File: src/rtl/otpwa_defs.svh
// Offsets, field positions, reset values and timing figures of the word store access unit
`ifndef OTPWA_DEFS_SVH
`define OTPWA_DEFS_SVH
// Register offsets on the special function register port
`define OTPWA_OFS_CTRL 8'h00
`define OTPWA_OFS_PTR 8'h01
`define OTPWA_OFS_DH 8'h02
`define OTPWA_OFS_DL 8'h03
`define OTPWA_OFS_PTRH 8'h04
// Control and pointer-high bit positions
`define OTPWA_BIT_RD 0
`define OTPWA_BIT_WR 1
`define OTPWA_BIT_SUP 2
`define OTPWA_BIT_PHEN 7
// Store geometry and reset values
`define OTPWA_LAST_ADDR 8'h3f
`define OTPWA_WORDS 64
`define OTPWA_ERASED 16'hffff
`define OTPWA_RST_BYTE 8'h00
// Clock rate and access times in their own units
`define OTPWA_CLK_KHZ 250000
`define OTPWA_READ_NS 16
`define OTPWA_PROG_US 100
`define OTPWA_LV_A_MS 500
`define OTPWA_LV_B_MS 150
`endif

File: src/rtl/otpwa_pkg.sv
// Types shared by the word store access unit
package otpwa_pkg;
   // Access sequencer states
   typedef enum logic [1:0]
   {
      OTPWA_IDLE = 2'b00,
      OTPWA_READ = 2'b01,
      OTPWA_PROG = 2'b10
   } otpwa_state_t;
   // One stored word
   typedef logic [15:0] otpwa_word_t;
endpackage

File: src/rtl/otpwa_array.sv
// One-time-programmable array of 64 sixteen-bit words
`timescale 1ns/1ns
`include "otpwa_defs.svh"
module otpwa_array
   import otpwa_pkg::*;
(
   input wire logic ref_clk,
   input wire logic rst,
   input wire logic [5:0] rd_addr,
   output otpwa_word_t rd_data,
   input wire logic prog_en,
   input wire logic [5:0] prog_addr,
   input wire otpwa_word_t prog_data
);
   otpwa_word_t mem_ff [`OTPWA_WORDS]; // Cell contents
   otpwa_word_t rd_data_ff; // Registered read port

   // Programming can only pull bits low; ones in the data leave cells alone
   always_ff @(posedge ref_clk or posedge rst)
   begin
      if (rst)
      begin
         // Model starts blank; real cells keep their charge
         for (int i = 0; i < `OTPWA_WORDS; i++)
         begin
            mem_ff[i] <= `OTPWA_ERASED;
         end
      end
      else if (prog_en)
      begin
         mem_ff[prog_addr] <= mem_ff[prog_addr] & prog_data;
      end
   end

   // Read port, one cycle latency
   always_ff @(posedge ref_clk or posedge rst)
   begin
      if (rst)
      begin
         rd_data_ff <= `OTPWA_ERASED;
      end
      else
      begin
         rd_data_ff <= mem_ff[rd_addr];
      end
   end

   assign rd_data = rd_data_ff;
endmodule // otpwa_array

File: src/rtl/otpwa_top.sv
// Register-driven read and program sequencer for the one-time-programmable word store
// Functional notes
// - 64 words of 16 bits, high/low bytes
// - Pointer above 3FH: request ignored
// - Read fetches word, clears request when done
// - Write programs word, clears request when done
// - Write ignored without 6V programming supply or low-voltage path enable
// - Read-only supply-high status bit
// - Access only while pointer-high bit 7 set
// - Low-voltage path A: 500 ms, doubled alternate
// - Low-voltage path B: 150 ms per word
// - Done: clear request, pointer increments, stops 3FH
// - Both request bits together: invalid, ignored
`timescale 1ns/1ns
`include "otpwa_defs.svh"
module otpwa_top
   import otpwa_pkg::*;
#(
   parameter bit HAS_PTR_HIGH = 1'b1,
   parameter int unsigned PROG_CYC = (`OTPWA_PROG_US * `OTPWA_CLK_KHZ + 999) / 1000,
   parameter int unsigned LV_A_CYC = `OTPWA_LV_A_MS * `OTPWA_CLK_KHZ,
   parameter int unsigned LV_B_CYC = `OTPWA_LV_B_MS * `OTPWA_CLK_KHZ
)
(
   input wire logic ref_clk,
   input wire logic rst,
   input wire logic [7:0] sfr_addr,
   input wire logic sfr_wr,
   input wire logic [7:0] sfr_wdata,
   output logic [7:0] sfr_rdata,
   output logic store_busy,
   input wire logic programming_supply,
   input wire logic lowvolt_path_en,
   input wire logic lowvolt_variant_b,
   input wire logic cpu_clock_select
);
   // Read access time, rounded up to whole cycles
   localparam int unsigned READ_CYC = (`OTPWA_READ_NS * `OTPWA_CLK_KHZ + 999999) / 1000000;

   otpwa_state_t state_ff; // Sequencer state
   logic [31:0] cnt_ff; // Cycles left in the access
   logic rd_req_ff; // read_request bit
   logic wr_req_ff; // write_request bit
   logic [7:0] ptr_ff; // store_word_pointer
   logic [7:0] ptrh_ff; // pointer-high register
   logic [7:0] dh_ff; // store_data_high
   logic [7:0] dl_ff; // store_data_low
   logic [5:0] op_addr_ff; // Address frozen at start
   otpwa_word_t op_word_ff; // Data frozen at start
   logic [7:0] sfr_rdata_ff; // Read data to the CPU
   logic busy_ff; // Access in flight
   otpwa_word_t arr_word; // Array read port
   logic ctrl_wr; // Control register written
   logic access_ok; // Pointer and enable allow access
   logic start_rd; // Read accepted
   logic start_wr; // Write accepted
   logic done; // Last cycle of an access
   logic [31:0] wr_len; // Programming length for this path

   // Word address in range
   function automatic logic addr_ok(input logic [7:0] p);
      return p <= `OTPWA_LAST_ADDR;
   endfunction

   // Next pointer, held at the last word
   function automatic logic [7:0] ptr_step(input logic [7:0] p);
      return (p >= `OTPWA_LAST_ADDR) ? `OTPWA_LAST_ADDR : 8'(p + 8'h01);
   endfunction

   assign ctrl_wr = sfr_wr && (sfr_addr == `OTPWA_OFS_CTRL);
   assign access_ok = addr_ok(ptr_ff) && (!HAS_PTR_HIGH || ptrh_ff[`OTPWA_BIT_PHEN]);
   // Both bits in one write is a malformed request
   assign start_rd = ctrl_wr && (state_ff == OTPWA_IDLE) && access_ok && sfr_wdata[`OTPWA_BIT_RD]
      && !sfr_wdata[`OTPWA_BIT_WR];
   assign start_wr = ctrl_wr && (state_ff == OTPWA_IDLE) && access_ok && sfr_wdata[`OTPWA_BIT_WR]
      && !sfr_wdata[`OTPWA_BIT_RD] && (programming_supply || lowvolt_path_en);
   assign done = (state_ff != OTPWA_IDLE) && (cnt_ff == 32'h0);

   // Supply path is fast; low-voltage paths take the long routine times
   always_comb
   begin
      if (programming_supply)
      begin
         wr_len = PROG_CYC;
      end
      else if (lowvolt_variant_b)
      begin
         wr_len = LV_B_CYC;
      end
      else if (cpu_clock_select)
      begin
         wr_len = 32'(LV_A_CYC * 2);
      end
      else
      begin
         wr_len = LV_A_CYC;
      end
   end

   // Sequencer and its down-counter
   always_ff @(posedge ref_clk or posedge rst)
   begin
      if (rst)
      begin
         state_ff <= OTPWA_IDLE;
         cnt_ff <= 32'h0;
      end
      else if (start_rd)
      begin
         state_ff <= OTPWA_READ;
         cnt_ff <= 32'(READ_CYC - 1);
      end
      else if (start_wr)
      begin
         state_ff <= OTPWA_PROG;
         cnt_ff <= wr_len - 32'h1;
      end
      else if (done)
      begin
         state_ff <= OTPWA_IDLE;
      end
      else if (state_ff != OTPWA_IDLE)
      begin
         cnt_ff <= cnt_ff - 32'h1;
      end
   end

   // Request bits: software sets, hardware clears at the end
   always_ff @(posedge ref_clk or posedge rst)
   begin
      if (rst)
      begin
         rd_req_ff <= 1'b0;
         wr_req_ff <= 1'b0;
         busy_ff <= 1'b0;
      end
      else
      begin
         // Start only in idle, so set and clear never meet
         if (start_rd || start_wr)
         begin
            rd_req_ff <= start_rd;
            wr_req_ff <= start_wr;
            busy_ff <= 1'b1;
         end
         else if (done)
         begin
            rd_req_ff <= 1'b0;
            wr_req_ff <= 1'b0;
            busy_ff <= 1'b0;
         end
      end
   end

   // Operands frozen so mid-access register writes cannot corrupt it
   always_ff @(posedge ref_clk or posedge rst)
   begin
      if (rst)
      begin
         op_addr_ff <= 6'h00;
         op_word_ff <= `OTPWA_ERASED;
      end
      else if (start_rd || start_wr)
      begin
         op_addr_ff <= ptr_ff[5:0];
         op_word_ff <= {dh_ff, dl_ff};
      end
   end

   // Pointer: auto-step after each access wins over a CPU write
   always_ff @(posedge ref_clk or posedge rst)
   begin
      if (rst)
      begin
         ptr_ff <= `OTPWA_RST_BYTE;
         ptrh_ff <= `OTPWA_RST_BYTE;
      end
      else
      begin
         if (done)
         begin
            ptr_ff <= ptr_step({2'b00, op_addr_ff});
         end
         else if (sfr_wr && (sfr_addr == `OTPWA_OFS_PTR))
         begin
            ptr_ff <= sfr_wdata;
         end
         if (sfr_wr && (sfr_addr == `OTPWA_OFS_PTRH))
         begin
            ptrh_ff <= sfr_wdata;
         end
      end
   end

   // Data bytes: fetched word wins over a CPU write in the same cycle
   always_ff @(posedge ref_clk or posedge rst)
   begin
      if (rst)
      begin
         dh_ff <= `OTPWA_RST_BYTE;
         dl_ff <= `OTPWA_RST_BYTE;
      end
      else if (done && (state_ff == OTPWA_READ))
      begin
         dh_ff <= arr_word[15:8];
         dl_ff <= arr_word[7:0];
      end
      else if (sfr_wr && (sfr_addr == `OTPWA_OFS_DH))
      begin
         dh_ff <= sfr_wdata;
      end
      else if (sfr_wr && (sfr_addr == `OTPWA_OFS_DL))
      begin
         dl_ff <= sfr_wdata;
      end
   end

   // Register read-back, one cycle behind the address; unmapped reads zero
   always_ff @(posedge ref_clk or posedge rst)
   begin
      if (rst)
      begin
         sfr_rdata_ff <= `OTPWA_RST_BYTE;
      end
      else
      begin
         case (sfr_addr)
            `OTPWA_OFS_CTRL: sfr_rdata_ff <= {5'h00, programming_supply, wr_req_ff, rd_req_ff};
            `OTPWA_OFS_PTR: sfr_rdata_ff <= ptr_ff;
            `OTPWA_OFS_DH: sfr_rdata_ff <= dh_ff;
            `OTPWA_OFS_DL: sfr_rdata_ff <= dl_ff;
            `OTPWA_OFS_PTRH: sfr_rdata_ff <= ptrh_ff;
            default: sfr_rdata_ff <= 8'h00;
         endcase
      end
   end

   assign sfr_rdata = sfr_rdata_ff;
   assign store_busy = busy_ff;

   // Cell array; programming commits on the last cycle
   otpwa_array u_array
   (
      .ref_clk(ref_clk),
      .rst(rst),
      .rd_addr(op_addr_ff),
      .rd_data(arr_word),
      .prog_en(done && (state_ff == OTPWA_PROG)),
      .prog_addr(op_addr_ff),
      .prog_data(op_word_ff)
   );

   // Elapsed cycles and expected length, for the timing check only
   logic [31:0] elap_ff;
   logic [31:0] exp_ff;
   always_ff @(posedge ref_clk or posedge rst)
   begin
      if (rst)
      begin
         elap_ff <= 32'h0;
         exp_ff <= 32'h0;
      end
      else if (start_rd || start_wr)
      begin
         elap_ff <= 32'h1;
         exp_ff <= start_wr ? wr_len : 32'(READ_CYC);
      end
      else if (state_ff != OTPWA_IDLE)
      begin
         elap_ff <= elap_ff + 32'h1;
      end
   end
endmodule // otpwa_top

File: config.mk
export PLATFORM = sky130hd
export DESIGN_NAME = otpwa_top
export DESIGN_NICKNAME = d
export VERILOG_FILES = /design/src/rtl/otpwa_pkg.sv /design/src/rtl/otpwa_array.sv /design/src/rtl/otpwa_top.sv
export VERILOG_INCLUDE_DIRS = /design/src /design/src/rtl
export SDC_FILE = /design/constraint.sdc
export NUM_CORES = 2
export LEC_CHECK = 0
export ABC_CLOCK_PERIOD_IN_PS = 82500
export BUFFER_PORTS_ARGS = -buffer_cell sky130_fd_sc_hd__buf_4
export CAP_MARGIN = 20
export CORE_MARGIN = 2
export CORE_UTILIZATION = 45
export DETAILED_ROUTE_END_ITERATION = 8
export PLACE_DENSITY = 0.7
export SLEW_MARGIN = 25
export SYNTH_ARGS = -nofsm -noshare
export SYNTH_HDL_FRONTEND = slang
export SYNTH_SLANG_ARGS = --single-unit
File: constraint.sdc
create_clock -name ref_clk -period 82.5 [get_ports ref_clk]
set_input_delay 16.5 -clock ref_clk [delete_from_list [all_inputs] [get_ports ref_clk]]
set_output_delay 16.5 -clock ref_clk [all_outputs]
set_load 0.02 [all_outputs]
# Word-level counts from Yosys, hierarchy flattened
# Index checks and enable logic that the tools add are counted.
# word_totals
regBits,1139
in_bits,23
output_inout_bits,9
wordCells,156
# classes
n_bitwise,2
mux,29
n_addsub,3
eq_ne,8
n_reduce_logical,33
magnitude_cmp,4
# ops
op,n
$bwmux W1024,1
$mux W32,4
$bmux W16 S6,1
$demux W16 S6,1
$mux W28,3
$sub A32 B1 Y32 const B,2
$mux W8,7
$mux W16,3
$pmux W8 S5,1
$logic_not A32 Y1,1
$logic_and A1 B1 Y1,17
$and A16 B16 Y16,1
$eq A8 B2 Y1 const B,2
$reduce_bool A2 Y1,5
$eq A8 B1 Y1 const B,1
$eq A8 B3 Y1 const B,1
$le A8 B6 Y1 const B,1
$logic_not A8 Y1,1
$add A6 B1 Y7 const B,1
$ge A7 B7 Y1 const B,1
$lt A7 B1 Y1 const B,1
$mux W7,1
$not A6 Y7,1
$ge A6 B6 Y1 const B,1
other kinds (11),20

# Depth between registers and ports, before layout
# depth
ltp_word,9
depth_mapped,14
mapped_depth_nobuf,10

# Cells and area by module
# Synthesis repeated with hierarchy kept, for this count alone.
# unflattened
cells_unflattened,5626
hier_area_um2,60853.4
# modules_own_cells
module,area_per_inst_um2,instances,seq_area_each_um2,cells_each
otpwa_array,55609.6,1,27326.2,5096
otpwa_top,5243.8,1,2497.4,530

# Least setup slack after synthesis
# Ideal clock, no wire load.
# synth_timing
path_type,input to register
start,input port sfr_addr[3]
end,register cnt_ff[22]
path_slack_ns,62.631
path_stages,13
t_required_ns,82.370
arrival_time_ns,19.739
n_path_buf,3
setup_ns,0.130
path_cell_list,or4_1 -> or3_1 -> clkbuf_1 -> or4_1 -> clkbuf_1 -> clkbuf_1 -> nand2_1 -> ha_1 -> and3_1 -> nand3_1 -> or4_1 -> o211ai_1 -> o21ai_0
# synth_between
elab_chain_cells,9
word_cells_on_any_way,14
classes_between,1 x eq/ne; 2 x mux; 11 x reduce/logical
# synth_lines
element,line_no,source
from (decl),otpwa_top.sv:27,"input wire logic [7:0] sfr_addr,"
$logic_not A8 Y1 *,-,
$logic_and A1 B1 Y1 *,otpwa_top.sv:70,assign ctrl_wr = sfr_wr && (sfr_addr == `OTPWA_OFS_CTRL);
$logic_and A1 B1 Y1 * (2 in a row),"otpwa_top.sv:73, otpwa_top.sv:75",
$logic_and A1 B1 Y1 (3 in a row),otpwa_top.sv:75,assign start_wr = ctrl_wr && (state_ff == OTPWA_IDLE) && access_ok && sfr_wdata[`OTPWA_BIT_WR]
$ne A3 B3 Y1 (no line) (tied with other cells),-,
$reduce_and A2 Y1 (no line) / $mux W32 (equally long branches),-,
to (signal assigned),otpwa_top.sv:111,cnt_ff <= 32'(READ_CYC - 1);
to (signal assigned),otpwa_top.sv:116,cnt_ff <= wr_len - 32'h1;
to (signal assigned),otpwa_top.sv:124,cnt_ff <= cnt_ff - 32'h1;
to (decl),otpwa_top.sv:41,logic [31:0] cnt_ff;
# Mark *: on every way between the ends. The rest lies on a longest branch, timed or not.
# A chain may end at the register's enable or synchronous reset.

# Worst setup path after layout
# Same ends and word-level chain as after synthesis.

==> results.md <==
* Run status: finished, final reports clean
* IO Count at 32
* Die Footprint at approximately 120000 um^2
* Setup repair after global routing missed its margin: false
* Proportion of register bits with asynchronous set or reset after synthesis at 100%
* Clock-pin transition on the worst setup and hold timing paths at 0.06 ns
* Number of warnings issued by yosys at 0
* Post CTS Setup Buffer Count at 0
* Drt drc at 0
* Instance count on the critical path at 11
* Via density per instance at 6.14
* Number of flops mapped to enable cells by yosys at 0
* Total overflow reported by the global router at 0
* Period utilisation layout at 24.1%
* First-pass GRT wire length at 259000 um
* Hold_buf cts at 0
* Detailed Route WL at between 150000 and 200000 um
* Seq/Total Area, Yosys at between 50% and 60%
* Die width at 349 um
* Post-Syn Area per Cell at approximately 10 um^2
* CP most frequent cell: sky130_fd_sc_hd__or4_1
* Number of sinks handled by clock tree synthesis at approximately 1100
* PortBufs at 31
* Cells on Worst Hold Path at 2
* Area growth from synthesis to layout at 9.96%
* Kind of end point of the critical path: flip-flop
* Final core area utilization at 50.0%
* Largest delay contributor family on the critical path: simple AND/OR/NAND/NOR gates
* Clock Skews at approximately 0.04 ns
* Largest net degree at the start of global routing at roughly 130
* Library cell used as clock root buffer: sky130_fd_sc_hd__clkbuf_16
* Type of the tightest min-delay check: reg -> reg
* Worst Tran Pin Value at around 1.3 ns
* Max-slew headroom at around 15%
* Worst-path cell chain: buf_4 -> or4_1 -> or3_1 -> or4_1 -> nand2_1 -> ha_1 -> and3_1 -> nand3_1 -> or4_1 -> o211ai_1 -> o21ai_0
* Worst Path Buf+Inv at 1
* Drt pass-1 iters at 8
* Most used DFF post-synth: sky130_fd_sc_hd__dfstp_2
* Fraction of layout cells with a size suffix above 1 at between 30% and 40%
* Pwr per Cell Area at around 19 nW/um^2
* Cell count of the worst reg-to-reg path at 9
* DRT antenna net count at 0
* Area of the core at 118000 um^2
* Htree depth at 3
* Clock latency of the later-clocked register in the worst-skew pair at a little over 0.7 ns
* Data arrival time of the worst path at 20.45 ns
* Synth Net Count at 5287
* Post-cts resize count at 0
* Clock period minus final worst setup slack at 19.89 ns
* Total via count after detailed routing at 41100
* Worst VDD drop at 0.0000173 V
* Peak per-stage delay on the critical path at 0.99 ns
* Synthesized flop and latch total at ~1100
* Worst Path Required at 83.06 ns
* Final setup violation count at 0
* CTS tree: done
* Number of design-rule violations left by the first detailed-router iteration at about 4300
* Count of different cell masters after synthesis at 78
* Vertical extent of the die at 349 um
* Maximum clock rate at approximately 50 MHz
* Number of max-cap violations at 0
* Initial Util at around 45%
* Lkg Pwr at between 20 and 25 nW
* Type of the worst setup path: in -> reg
* Post-DR wirelength/cell at around 26 um
* CP Launch Type: input pin
* Post-synthesis instance area at 53700 um^2
* Routability cong. at 0.932
* Fillcell total at about 11000
* Via count of the first global-routing pass at 39900
* Initial antenna violation count at 4
* Detailed placement HPWL at about 100000 um
* Post-layout nets at between 5000 and 6000
* TritonCTS buffer count at 118
* Total Routing Usage GR at 28.0%
* Count of pins over their slew limit at 0
* Maximum clock path buffer count at 3
* Number of placement rows at 126
* Slowest cell on crit path: sky130_fd_sc_hd__or4_1
* Cells after Synth at ~5300
* Critical-path maximum fanout at 24
* Total Neg Setup Slack at 0 ns
* Number of hold violations in the final report at 0
[power by group]
part	internal (mW)	total [mW]	switching, mW
clock network	0.325	0.551	0.226
logic	0.00238	0.0147	0.0123
registers	0.562	0.563	0.000838
[synth_stat cells (17+ instances only)]
cell type                  instances  area share, %
sky130_fd_sc_hd__o22ai_1          61           0.71
sky130_fd_sc_hd__clkbuf_2         21           0.20
sky130_fd_sc_hd__mux2_2          112            2.3
sky130_fd_sc_hd__a221o_1          49           0.91
sky130_fd_sc_hd__a31oi_1          24           0.28
sky130_fd_sc_hd__buf_2            76           0.71
sky130_fd_sc_hd__o21ai_0         932            8.7
sky130_fd_sc_hd__a21oi_1          66           0.61
sky130_fd_sc_hd__a221oi_1         52           0.85
sky130_fd_sc_hd__buf_4            28           0.39
sky130_fd_sc_hd__mux4_2           56            2.3
sky130_fd_sc_hd__or4_1            22           0.31
sky130_fd_sc_hd__nand2_1        1054            7.4
sky130_fd_sc_hd__buf_6            25           0.52
sky130_fd_sc_hd__nor2_1          149            1.0
sky130_fd_sc_hd__mux2i_1         245            4.6
sky130_fd_sc_hd__nand3_1         135            1.3
sky130_fd_sc_hd__a22o_1           48           0.78
sky130_fd_sc_hd__clkbuf_1        353            2.5
sky130_fd_sc_hd__nand4_1          44           0.51
sky130_fd_sc_hd__buf_1            19           0.13
sky130_fd_sc_hd__nor3_1           89           0.83
sky130_fd_sc_hd__nand3b_1         19           0.27
sky130_fd_sc_hd__dfrtp_1          83            3.9
sky130_fd_sc_hd__o21ai_1          74           0.69
sky130_fd_sc_hd__dfstp_2        1056             52
sky130_fd_sc_hd__nor2b_1          21           0.24
sky130_fd_sc_hd__nand2b_1         17           0.20
sky130_fd_sc_hd__a22oi_1          70           0.98
sky130_fd_sc_hd__a32o_1           17           0.32
[metrics by stage]
| step | instances | hold slack, ns | power, mW | worst slack [ns] | instance area, um^2 |
|---|---|---|---|---|---|
| after global routing | 6686 | 0.476 | 1.16 | 62.30 | 59100 |
| after floorplan | 5262 | 0.442 | 0.578 | 35.67 | 53700 |
| after CTS | 6685 | 0.464 | 1.14 | 62.47 | 59000 |
| after global placement | 6464 | 0.450 | 0.586 | 61.77 | 54900 |
| final | 6687 | 0.459 | 1.13 | 62.61 | 59100 |
| after detailed placement | 6465 | 0.455 | 0.586 | 61.73 | 55000 |
[worst register-to-register path, stage by stage, from the launching register on]
cell                       delay, ns
sky130_fd_sc_hd__dfrtp_4        0.80
sky130_fd_sc_hd__buf_4          0.75
sky130_fd_sc_hd__buf_4          0.74
sky130_fd_sc_hd__or2_2          0.62
sky130_fd_sc_hd__o32ai_1        0.16
sky130_fd_sc_hd__o41ai_1        0.87
sky130_fd_sc_hd__o211ai_1       0.56
sky130_fd_sc_hd__o41ai_4        0.86
sky130_fd_sc_hd__buf_4          0.61
sky130_fd_sc_hd__o21ai_0        0.23
[cells in the final DEF, fill, tap and decap left out, drive strengths merged, types with 9 or more instances in the layout]
cell type,Yosys,layout
buf,148,190
nor2,149,149
o22ai,61,61
o41ai,15,15
nand4,44,44
or4,22,22
nand2b,17,17
a221o,49,49
o31ai,9,9
nand3,135,135
a22o,48,48
dfstp,1056,1056
inv,16,18
dfrtp,83,83
and2,11,11
nand2,1054,1054
a221oi,52,52
a21oi,66,66
mux2,113,113
nand3b,19,19
nor2b,21,21
clkinv,0,17
a31oi,24,24
a32o,17,17
o211ai,15,15
o221ai,9,9
nor3,89,89
and3,12,12
mux2i,245,245
nor4,15,15
or3,15,15
o21ai,1006,1006
a22oi,70,70
clkbuf,374,188
mux4,56,56
o2bb2ai,15,15
[layer usage]
metal  GRT usage (%)  routed length (um)  vias to the layer above  share of wire, %
met5               0                  34                        -             0.020
met4            15.4               10700                        6               6.3
met3            7.28               16900                      505               9.9
met2            41.7               74100                     1885                43
met1            37.2               69700                    20400                41
li1                -                   -                    18300                 -
[cell families after synthesis]
logic type,Yosys count,share of synthesized area [%]
simple gates,1643,13.3
compound gates,1524,17.3
flops,1139,55.5
buf+inv,538,4.53
mux,414,9.28
xor+xnor,2,0.0326
fa+ha+maj,2,0.0466
[registers in the layout (all words and copies together), names as in the netlist, 2 cells and up]
register	cells
ptr_ff	8
op_word_ff	16
u_array.mem_ff	1024
ptrh_ff	8
dl_ff	8
sfr_rdata	8
op_addr_ff	6
dh_ff	8
u_array.rd_data	16
cnt_ff	32
state_ff	2
[path summary, 6_finish.rpt]
kind / start / endpoint / slack (ns)
max in group asynchronous: rst / u_array.mem_ff[319] / 62.84
setup / recovery: sfr_addr[3] / cnt_ff[22] / 62.61
hold reg to reg: u_array.mem_ff[607] / u_array.mem_ff[607] / 0.46
min in group asynchronous: rst / ptrh_ff[3] / 15.96
hold / removal: u_array.mem_ff[607] / u_array.mem_ff[607] / 0.46
setup reg to reg: op_addr_ff[2] / u_array.mem_ff[383] / 76.19
[area by class of cell]
| cell class | instances | area, um^2 | share of cell area (%) |
|---|---|---|---|
| sequential | 1139 | 29800 | 50.5 |
| multi-input combinational | 3585 | 21700 | 36.7 |
| clock buffer | 188 | 3670 | 6.22 |
| tap | 1536 | 1920 | 3.25 |
| timing repair buffer | 190 | 1490 | 2.52 |
| clock inverter | 32 | 377 | 0.638 |
| inverter | 16 | 67.6 | 0.114 |
| antenna | 1 | 2.50 | 0.00424 |
Power figures use the tool's default switching activity.
